==> config.mk <==
export PLATFORM = sky130hd
export DESIGN_NAME = fmc_top
export DESIGN_NICKNAME = d
export VERILOG_FILES = /design/src/fmc_pkg.sv /design/src/fmc_edge_if.sv /design/src/fmc_edge_sync.sv /design/src/fmc_top.sv
export SDC_FILE = /design/constraint.sdc
export NUM_CORES = 1
export LEC_CHECK = 0
export ABC_AREA = 1
export BUFFER_PORTS_ARGS = -buffer_cell sky130_fd_sc_hd__buf_4
export CAP_MARGIN = 0
export CORE_AREA = 2 2 194 196
export DETAILED_ROUTE_END_ITERATION = 10
export DIE_AREA = 0 0 196 198
export PLACE_DENSITY = 0.77
export SKIP_LAST_GASP = 1
export SYNTH_ARGS = -nofsm -noshare
export SYNTH_HDL_FRONTEND = slang
export SYNTH_SLANG_ARGS = --single-unit
export TNS_END_PERCENT = 20
==> constraint.sdc <==
create_clock -name i_mclk -period 9 [get_ports i_mclk]
set_clock_uncertainty 0.15 [all_clocks]
set_input_delay 1.8 -clock i_mclk [delete_from_list [all_inputs] [get_ports i_mclk]]
set_output_delay 1.8 -clock i_mclk [all_outputs]
set_load 0.05 [all_outputs]
==> src/fmc_pkg.sv <==
// Package of the frequency measure counter: mode codes, input channel map, reset values.
// Assumes every user of it imports the whole package.
package fmc_pkg;

	// Measurement methods, one-hot
	typedef enum logic [3:0] {
		FMC_MODE_ONE = 4'h1,
		FMC_MODE_HF  = 4'h2,
		FMC_MODE_LR  = 4'h4,
		FMC_MODE_SC  = 4'h8
	} fmc_mode_t;

	// Configuration select codes on the mode input
	localparam logic [1:0] FMC_SEL_ONE = 2'h0;
	localparam logic [1:0] FMC_SEL_HF  = 2'h1;
	localparam logic [1:0] FMC_SEL_LR  = 2'h2;
	localparam logic [1:0] FMC_SEL_SC  = 2'h3;

	// Positions of the pins in the synchroniser bank
	localparam int FMC_N_CH        = 4;
	localparam int FMC_CH_SIGNAL   = 0;
	localparam int FMC_CH_TIMEBASE = 1;
	localparam int FMC_CH_SAMPLE   = 2;
	localparam int FMC_CH_GATE     = 3;

	// Reset values of the configuration
	localparam fmc_mode_t   FMC_RST_MODE     = FMC_MODE_ONE;
	localparam logic        FMC_RST_AVG      = 1'b1;
	localparam logic        FMC_RST_EXT_GATE = 1'b0;
	localparam logic [31:0] FMC_RST_DIV_N    = 32'h0000_0010;
	localparam logic [31:0] FMC_RST_GATE_LEN = 32'h0000_03E8;

endpackage : fmc_pkg

==> src/fmc_edge_if.sv <==
// Interface carrying synchronised pin levels and one-cycle edge pulses.
// Assumes producer and consumer share the counter clock.
`timescale 1ns/1ps
interface fmc_edge_if #(
	parameter int N_CH = 4
);
	logic [N_CH-1:0] lvl;
	logic [N_CH-1:0] rise;
	logic [N_CH-1:0] fall;

	modport src (output lvl, output rise, output fall);
	modport dst (input lvl, input rise, input fall);
endinterface : fmc_edge_if

==> src/fmc_edge_sync.sv <==
// Two-flop synchroniser bank with rise and fall detection on the second stage.
// Assumes asynchronous pins and one counter clock.
`timescale 1ns/1ps
module fmc_edge_sync #(
	parameter int N_CH = 4
) (
	input  wire logic            i_mclk,
	input  wire logic            i_reset,
	input  wire logic [N_CH-1:0] i_pins,
	fmc_edge_if.src              edges
);
	logic [N_CH-1:0] meta_reg;
	logic [N_CH-1:0] meta_next;
	logic [N_CH-1:0] sync_reg;
	logic [N_CH-1:0] sync_next;
	logic [N_CH-1:0] prev_reg;
	logic [N_CH-1:0] prev_next;

	always_comb begin
		meta_next = i_pins;
		sync_next = meta_reg;
		prev_next = sync_reg;
	end

	always_ff @(posedge i_mclk) begin
		if (i_reset) begin
			meta_reg <= '0;
			sync_reg <= '0;
			prev_reg <= '0;
		end else begin
			meta_reg <= meta_next;
			sync_reg <= sync_next;
			prev_reg <= prev_next;
		end
	end

	// Edges look only at the second stage and its delayed copy
	assign edges.lvl  = sync_reg;
	assign edges.rise = sync_reg & ~prev_reg;
	assign edges.fall = ~sync_reg & prev_reg;
endmodule // fmc_edge_sync

==> src/fmc_top.sv <==
// Frequency measure counter: one-counter, high-frequency, large-range and sample-clocked methods.
// Assumes pins are asynchronous to i_mclk and configuration comes from logic on i_mclk.
// Function
// - Non-averaging sample mode returns the last complete input period before each sample clock.
// - One-counter mode counts timebase ticks over exactly one input period.
// - High-frequency mode: gate counter (or the external gate when selected) makes gate, measuring counter counts input edges.
// - Internal high-frequency gate lasts the configured time, so each result takes fixed time; an external gate ends at its falling edge.
// - Large-range mode divides input by N and times one divided period.
// - Sample mode counts timebase ticks over each sample clock period.
// - Averaging counts input ticks beside timebase ticks each sample period.
// - Averaging is enabled by default.
// - Counter pairs are fixed: measuring counter with its own gate counter.
`timescale 1ns/1ps
module fmc_top
	import fmc_pkg::*;
#(
	parameter int CNT_W = 32
) (
	input  wire logic             i_mclk,
	input  wire logic             i_reset,
	input  wire logic             i_signal,
	input  wire logic             i_timebase,
	input  wire logic             i_sample_clk,
	input  wire logic             i_ext_gate,
	input  wire logic             i_cfg_load,
	input  wire logic [1:0]       i_cfg_mode,
	input  wire logic             i_cfg_ext_gate,
	input  wire logic             i_averaging_enable,
	input  wire logic [CNT_W-1:0] i_cfg_div_n,
	input  wire logic [CNT_W-1:0] i_cfg_gate_len,
	output logic [CNT_W-1:0]      o_count_primary,
	output logic [CNT_W-1:0]      o_count_embedded,
	output logic                  o_valid,
	output logic                  o_overflow,
	output logic                  o_gate
);
	if (CNT_W < 8 || CNT_W > 32) begin : g_bad_width
		$error("CNT_W must lie between 8 and 32");
	end

	fmc_edge_if #(.N_CH(FMC_N_CH)) edges ();

	fmc_edge_sync #(.N_CH(FMC_N_CH)) u_sync (
		.i_mclk (i_mclk),
		.i_reset(i_reset),
		.i_pins ({i_ext_gate, i_sample_clk, i_timebase, i_signal}),
		.edges  (edges.src)
	);

	function automatic logic [CNT_W-1:0] add_bit(input logic [CNT_W-1:0] v, input logic b);
		return v + {{(CNT_W-1){1'b0}}, b};
	endfunction

	function automatic fmc_mode_t decode_mode(input logic [1:0] sel);
		fmc_mode_t m;
		m = FMC_MODE_ONE;
		unique case (sel)
			FMC_SEL_ONE: m = FMC_MODE_ONE;
			FMC_SEL_HF:  m = FMC_MODE_HF;
			FMC_SEL_LR:  m = FMC_MODE_LR;
			FMC_SEL_SC:  m = FMC_MODE_SC;
		endcase
		return m;
	endfunction

	logic sig_rise;
	logic tb_rise;
	logic smp_rise;
	logic gate_lvl;
	logic gate_fall;
	assign sig_rise  = edges.rise[FMC_CH_SIGNAL];
	assign tb_rise   = edges.rise[FMC_CH_TIMEBASE];
	assign smp_rise  = edges.rise[FMC_CH_SAMPLE];
	assign gate_lvl  = edges.lvl[FMC_CH_GATE];
	assign gate_fall = edges.fall[FMC_CH_GATE];

	// Configuration
	fmc_mode_t        mode_reg,         mode_next;
	logic             avg_reg,          avg_next;
	logic             ext_reg,          ext_next;
	logic [CNT_W-1:0] div_n_reg,        div_n_next;
	logic [CNT_W-1:0] gate_len_reg,     gate_len_next;
	// Measurement state
	logic [CNT_W-1:0] prim_reg,         prim_next;
	logic [CNT_W-1:0] emb_reg,          emb_next;
	logic [CNT_W-1:0] gate_cnt_reg,     gate_cnt_next;
	logic [CNT_W-1:0] div_cnt_reg,      div_cnt_next;
	logic [CNT_W-1:0] per_reg,          per_next;
	logic [CNT_W-1:0] last_per_reg,     last_per_next;
	logic             armed_reg,        armed_next;
	logic             per_armed_reg,    per_armed_next;
	logic             seen_reg,         seen_next;
	// Outputs
	logic [CNT_W-1:0] out_prim_reg,     out_prim_next;
	logic [CNT_W-1:0] out_emb_reg,      out_emb_next;
	logic             valid_reg,        valid_next;
	logic             ovf_reg,          ovf_next;
	logic             gate_reg,         gate_next;

	logic [CNT_W-1:0] prim_inc;
	logic [CNT_W-1:0] per_inc;
	logic             hf_end;
	logic             div_edge;
	logic             per_done;

	assign prim_inc = add_bit(prim_reg, tb_rise);
	assign per_inc  = add_bit(per_reg, tb_rise);
	// Internal gate closes on the timebase tick that completes the configured length
	assign hf_end   = ext_reg ? gate_fall : (tb_rise && gate_cnt_reg == gate_len_reg - 1'b1);
	assign div_edge = sig_rise && div_cnt_reg == div_n_reg - 1'b1;
	assign per_done = sig_rise && per_armed_reg;

	always_comb begin
		mode_next      = mode_reg;
		avg_next       = avg_reg;
		ext_next       = ext_reg;
		div_n_next     = div_n_reg;
		gate_len_next  = gate_len_reg;
		prim_next      = prim_reg;
		emb_next       = emb_reg;
		gate_cnt_next  = gate_cnt_reg;
		div_cnt_next   = div_cnt_reg;
		per_next       = per_reg;
		last_per_next  = last_per_reg;
		armed_next     = armed_reg;
		per_armed_next = per_armed_reg;
		seen_next      = seen_reg;
		out_prim_next  = out_prim_reg;
		out_emb_next   = out_emb_reg;
		valid_next     = 1'b0;
		ovf_next       = 1'b0;
		gate_next      = 1'b0;
		if (i_cfg_load) begin
			// New configuration restarts every measurement
			mode_next      = decode_mode(i_cfg_mode);
			avg_next       = i_averaging_enable;
			ext_next       = i_cfg_ext_gate;
			div_n_next     = (i_cfg_div_n == '0) ? {{(CNT_W-1){1'b0}}, 1'b1} : i_cfg_div_n;
			gate_len_next  = (i_cfg_gate_len == '0) ? {{(CNT_W-1){1'b0}}, 1'b1} : i_cfg_gate_len;
			prim_next      = '0;
			emb_next       = '0;
			gate_cnt_next  = '0;
			div_cnt_next   = '0;
			per_next       = '0;
			armed_next     = 1'b0;
			per_armed_next = 1'b0;
			seen_next      = 1'b0;
		end else begin
			unique case (mode_reg)
				FMC_MODE_ONE: begin
					prim_next = prim_inc;
					if (sig_rise) begin
						if (armed_reg) begin
							out_prim_next = prim_inc;
							out_emb_next  = {{(CNT_W-1){1'b0}}, 1'b1};
							valid_next    = 1'b1;
						end
						armed_next = 1'b1;
						prim_next  = '0;
					end
				end
				FMC_MODE_HF: begin
					if (ext_reg) begin
						// External gate of known width replaces the gate counter
						if (gate_lvl) begin
							emb_next = add_bit(emb_reg, sig_rise);
						end
					end else begin
						emb_next  = add_bit(emb_reg, sig_rise);
						gate_next = 1'b1;
						if (tb_rise) begin
							gate_cnt_next = gate_cnt_reg + 1'b1;
						end
					end
					if (hf_end) begin
						out_prim_next = gate_len_reg;
						out_emb_next  = ext_reg ? emb_reg : add_bit(emb_reg, sig_rise);
						valid_next    = 1'b1;
						emb_next      = '0;
						gate_cnt_next = '0;
						gate_next     = 1'b0;
					end
				end
				FMC_MODE_LR: begin
					prim_next = prim_inc;
					if (sig_rise) begin
						div_cnt_next = div_edge ? '0 : div_cnt_reg + 1'b1;
					end
					if (div_edge) begin
						if (armed_reg) begin
							out_prim_next = prim_inc;
							out_emb_next  = div_n_reg;
							valid_next    = 1'b1;
						end
						armed_next = 1'b1;
						prim_next  = '0;
					end
				end
				FMC_MODE_SC: begin
					prim_next = prim_inc;
					emb_next  = add_bit(emb_reg, sig_rise);
					per_next  = per_inc;
					if (sig_rise) begin
						per_armed_next = 1'b1;
						per_next       = '0;
						if (per_armed_reg) begin
							last_per_next = per_inc;
							seen_next     = 1'b1;
						end
					end
					if (smp_rise) begin
						// A period completing in the sample cycle counts for this sample
						ovf_next   = !(seen_reg || per_done);
						valid_next = 1'b1;
						if (avg_reg) begin
							out_prim_next = prim_inc;
							out_emb_next  = add_bit(emb_reg, sig_rise);
						end else begin
							out_prim_next = per_done ? per_inc : last_per_reg;
							out_emb_next  = {{(CNT_W-1){1'b0}}, 1'b1};
						end
						prim_next = '0;
						emb_next  = '0;
						seen_next = 1'b0;
					end
				end
			endcase
		end
	end

	always_ff @(posedge i_mclk) begin
		if (i_reset) begin
			mode_reg      <= FMC_RST_MODE;
			avg_reg       <= FMC_RST_AVG;
			ext_reg       <= FMC_RST_EXT_GATE;
			div_n_reg     <= FMC_RST_DIV_N[CNT_W-1:0];
			gate_len_reg  <= FMC_RST_GATE_LEN[CNT_W-1:0];
			prim_reg      <= '0;
			emb_reg       <= '0;
			gate_cnt_reg  <= '0;
			div_cnt_reg   <= '0;
			per_reg       <= '0;
			last_per_reg  <= '0;
			armed_reg     <= 1'b0;
			per_armed_reg <= 1'b0;
			seen_reg      <= 1'b0;
			out_prim_reg  <= '0;
			out_emb_reg   <= '0;
			valid_reg     <= 1'b0;
			ovf_reg       <= 1'b0;
			gate_reg      <= 1'b0;
		end else begin
			mode_reg      <= mode_next;
			avg_reg       <= avg_next;
			ext_reg       <= ext_next;
			div_n_reg     <= div_n_next;
			gate_len_reg  <= gate_len_next;
			prim_reg      <= prim_next;
			emb_reg       <= emb_next;
			gate_cnt_reg  <= gate_cnt_next;
			div_cnt_reg   <= div_cnt_next;
			per_reg       <= per_next;
			last_per_reg  <= last_per_next;
			armed_reg     <= armed_next;
			per_armed_reg <= per_armed_next;
			seen_reg      <= seen_next;
			out_prim_reg  <= out_prim_next;
			out_emb_reg   <= out_emb_next;
			valid_reg     <= valid_next;
			ovf_reg       <= ovf_next;
			gate_reg      <= gate_next;
		end
	end

	assign o_count_primary  = out_prim_reg;
	assign o_count_embedded = out_emb_reg;
	assign o_valid          = valid_reg;
	assign o_overflow       = ovf_reg;
	assign o_gate           = gate_reg;
endmodule // fmc_top

==> flow_metrics.py <==
metrics = {
    "yosys": {
        "ys_types": 51,
        "ys.flop_type": "dfxtp_1",
        "syn-num-nets": 3157,
        "synth_edf_count": 0,
        "synthArstFlopShare": 0,
        "synth_cells": 3072,
        "yosysWarnings": 0,
        "ys_seq_elements": 344,
        "avgSynthCellArea_um2": 6.48,
        "seq_area_frac_synth": 0.346,
        "syn-cell-area_um2": 19900,
    },
    "setup_path": {
        "critPathTopFamily": "simple AND/OR/NAND/NOR gates",
        "reg2reg_slack_ps": 4520,
        "cpPeakStageDelay_ps": 810,
        "reg2reg_to": "o_count_embedded[11]",
        "endpoint_kind": "register",
        "worstPathCellList": "inv_2 > ha_1 > nand3_2 > nor2_2 > nand2_1 > nor2_2 > nand3_1 > nand2_1 > nand3_1 > nor2_1 > nand3_1 > nor2_1 > nand4_2 > nand3_4 > buf_4 > nand2_2 > nor2_1 > nor2_1",
        "r2r-start": "gate_len_reg[0]",
        "cp_num_buf_inv": 2,
        "criticalPathCategory": "register to register",
        "reg2reg_depth": 18,
        "cp.arrival_ps": 4780,
        "path_common_cell": "nor2_1",
        "cp-start-kind": "register",
        "worst_path_max_delay_cell": "buf_4",
        "worstPathRequired_ps": 9300,
        "critical_path_peak_fanout": 107,
    },
    "finish": {
        "drive_gt1_frac": 0.0868,
        "num_antenna_cells": 0,
        "area_growth_pct": 12.7,
        "fin_cells": 3643,
        "seqCellArea_um2": 6890,
        "n_fill_cell": 3513,
        "final_nets": 3225,
        "multi_input_area_um2": 11100,
    },
    "power": {
        "powerDensity_nw_per_um2": 164,
        "p_switching_w": 0.00100,
        "irDropWorstVdd_uv": 123,
        "p_sw_frac": 0.273,
        "seq_power_share": 0.439,
        "p_int_w": 0.00266,
        "pwr-share-clk": 0.443,
        "p_leak_nw": 8.85,
        "p_comb_frac": 0.118,
    },
    "hold_path": {
        "min_from": "u_sync.meta_reg[2]",
        "worst_hold_path.num_cells": 2,
        "min_to": "u_sync.edges.lvl[2]",
        "worstHoldPathType": "register to register",
    },
    "drt": {
        "drt-initial-drc-count": 1805,
        "routed_wl_mm": 63.8,
        "drt_drc_violations_left": 0,
        "vias": 20885,
        "dr.pass1.iters": 6,
        "wl_per_cell_um": 17.5,
        "detail-route-antenna-nets": 0,
        "via_per_inst": 5.73,
    },
    "sta": {
        "setup_violations": 0,
        "rsz0062_at_grt": "no",
        "finalSetupTns_ps": 0,
        "finalCritPeriodShare": 0.498,
        "timing.fmax_mhz": 223,
        "slew_headroom": 0.134,
        "min_period_ps": 4480,
        "slew_viol_final": 0,
        "worstMarginPinSlew_ps": 1300,
        "hold_viol": 0,
    },
    "floorplan": {
        "coreArea_um2": 37000,
        "ios": 142,
        "die_w_um": 196,
        "start_util": 0.538,
        "rows": 71,
        "dieArea_um2": 38800,
        "die_h_um": 198,
    },
    "placed_design": {
        "placed_cells_incl_taps": 3573,
        "dp_hpwl_mm": 46.6,
        "io_buffers": 141,
        "gp_congestion": 0.986,
    },
    "clocking": {
        "clk_latency_ps": 560,
        "cts_resized": 0,
        "h-tree-depth": 2,
        "path_clk_slew_ps": 60,
        "cts_buffer_depth": 3,
        "cts_sinks": 344,
        "clk_root_buffer_cell": "clkbuf_16",
        "cts_tree": "yes",
        "cts_hold_buf": 0,
        "cts_setup_buffers": 0,
        "cts_made_buffers": 39,
    },
    "grt": {
        "grt_max_degree": 118,
        "first_global_vias": 19378,
        "globalRouteTotalUtil": 0.323,
        "grt_first_pass_wirelength_mm": 100,
        "antenna_found_initial": 0,
        "overflow": 0,
    },
    "flow_run": {
        "timing.max_cap.violations": 0,
    },
    "status": {
        "status": "complete, no violations",
    },
}
worst max-delay path by stage:
stage,end,startpoint,depth (start not counted)
final,o_count_embedded[11],gate_len_reg[0],18
after global routing,o_count_embedded[2],gate_len_reg[0],19
after CTS,o_count_embedded[11],gate_len_reg[0],18
after detailed placement,seen_reg,i_cfg_load,6
after global placement,seen_reg,i_cfg_load,6
after floorplan,div_n_reg[20],i_cfg_div_n[4],7
worst register-to-register path: stages, from the launching register on:
cell	delay, ps
dfxtp_1	330
inv_2	90
ha_1	200
nand3_2	150
nor2_2	330
nand2_1	160
nor2_2	150
nand3_1	90
nand2_1	80
nand3_1	70
nor2_1	80
nand3_1	110
nor2_1	320
nand4_2	230
nand3_4	130
buf_4	810
nand2_2	550
nor2_1	250
nor2_1	70
cells by family (layout without fill, tap and decap cells):
logic type | Yosys count | count (layout) | synth area share
xor+xnor | 160 | 160 | 0.0725
compound gates | 520 | 520 | 0.143
flops | 344 | 344 | 0.346
buf+inv | 483 | 580 | 0.0952
fa+ha+maj | 10 | 10 | 0.00629
simple gates | 1555 | 1555 | 0.336
through the flow:
stage | total power [W] | cell area, um2 | setup slack, ps | hold slack (ps) | util
2_1_floorplan | 0.00192 | 19900 | 5710 | 238 | -
3_3_place_gp | 0.00206 | 21100 | 4660 | 243 | 0.572
3_5_place_dp | 0.00207 | 21100 | 4580 | 248 | 0.572
4_1_cts | 0.00368 | 22400 | 4650 | 258 | 0.607
5_1_grt | 0.00378 | 22400 | 4100 | 279 | 0.607
6_report | 0.00367 | 22400 | 4520 | 256 | 0.607
Yosys cell counts (6+ instances only):
cell	instances	area, um2
a21oi_1	254	1270
a22oi_1	8	60.1
a31oi_1	15	93.8
buf_1	10	37.5
buf_2	25	125
clkbuf_1	85	319
dfxtp_1	344	6890
ha_1	10	125
inv_1	346	1300
inv_2	6	22.5
nand2_1	682	2560
nand3_1	197	986
nand3b_1	17	128
nand4_1	50	313
nor2_1	420	1580
nor2_2	10	62.6
nor2_4	6	67.6
nor3_1	105	526
nor3b_1	12	90.1
nor4_1	29	181
o211ai_1	16	120
o21ai_0	160	801
o221ai_1	14	123
o22ai_1	21	131
o31ai_1	6	45.0
or2_2	13	81.3
xnor2_1	36	315
xor2_1	121	1060
placed cells by master (no fill, tap or decap), types with 4 or more instances in the layout:
| master | netlist | layout |
|---|---|---|
| nor4_1 | 29 | 29 |
| ha_1 | 10 | 10 |
| nand2_2 | 5 | 5 |
| nand3b_1 | 17 | 17 |
| inv_1 | 346 | 346 |
| a31oi_1 | 15 | 15 |
| nand4_1 | 50 | 50 |
| nor3b_1 | 12 | 12 |
| o31ai_1 | 6 | 6 |
| a22oi_1 | 8 | 8 |
| inv_2 | 6 | 4 |
| or2_2 | 13 | 13 |
| dfxtp_1 | 344 | 344 |
| nor3_2 | 3 | 5 |
| o22ai_1 | 21 | 21 |
| o21ai_0 | 160 | 160 |
| buf_4 | 3 | 156 |
| clkinv_2 | 0 | 10 |
| nand2_1 | 682 | 682 |
| nor2_4 | 6 | 6 |
| xor2_1 | 121 | 121 |
| a21oi_1 | 254 | 254 |
| nor2_1 | 420 | 416 |
| clkbuf_8 | 0 | 10 |
| nor3_1 | 105 | 103 |
| clkbuf_16 | 0 | 39 |
| xnor2_1 | 36 | 36 |
| o221ai_1 | 14 | 14 |
| nand3_1 | 197 | 197 |
| o21ai_1 | 4 | 4 |
| nor2_2 | 10 | 14 |
| o211ai_1 | 16 | 16 |
| clkbuf_1 | 85 | 6 |
power by group through the flow:
stage	sequential, W	clock (W)	combinational [W]
CTS	0.00161	0.00164	0.000429
global route	0.00161	0.00170	0.000471
finish	0.00161	0.00163	0.000433
global placement	0.00164	0	0.000422
detailed placement	0.00164	0	0.000427
floorplan	0.00169	0	0.000234
routing by layer:
layer,vias to the layer above,part of all wire,track usage
met5,-,0,0
met2,857,0.46,0.544
met3,201,0.065,0.0380
met4,0,0.063,0.191
li1,10145,-,-
met1,9682,0.41,0.400
layout make-up:
class,instances,share of cell area
repair buffers,156,0.0522
inverters,354,0.0594
clock buffers,55,0.0507
clock inverters,15,0.00709
flip-flops and latches,344,0.307
well taps,474,0.0264
multi-input cells,2245,0.497
(Power assumes the default switching activity.)
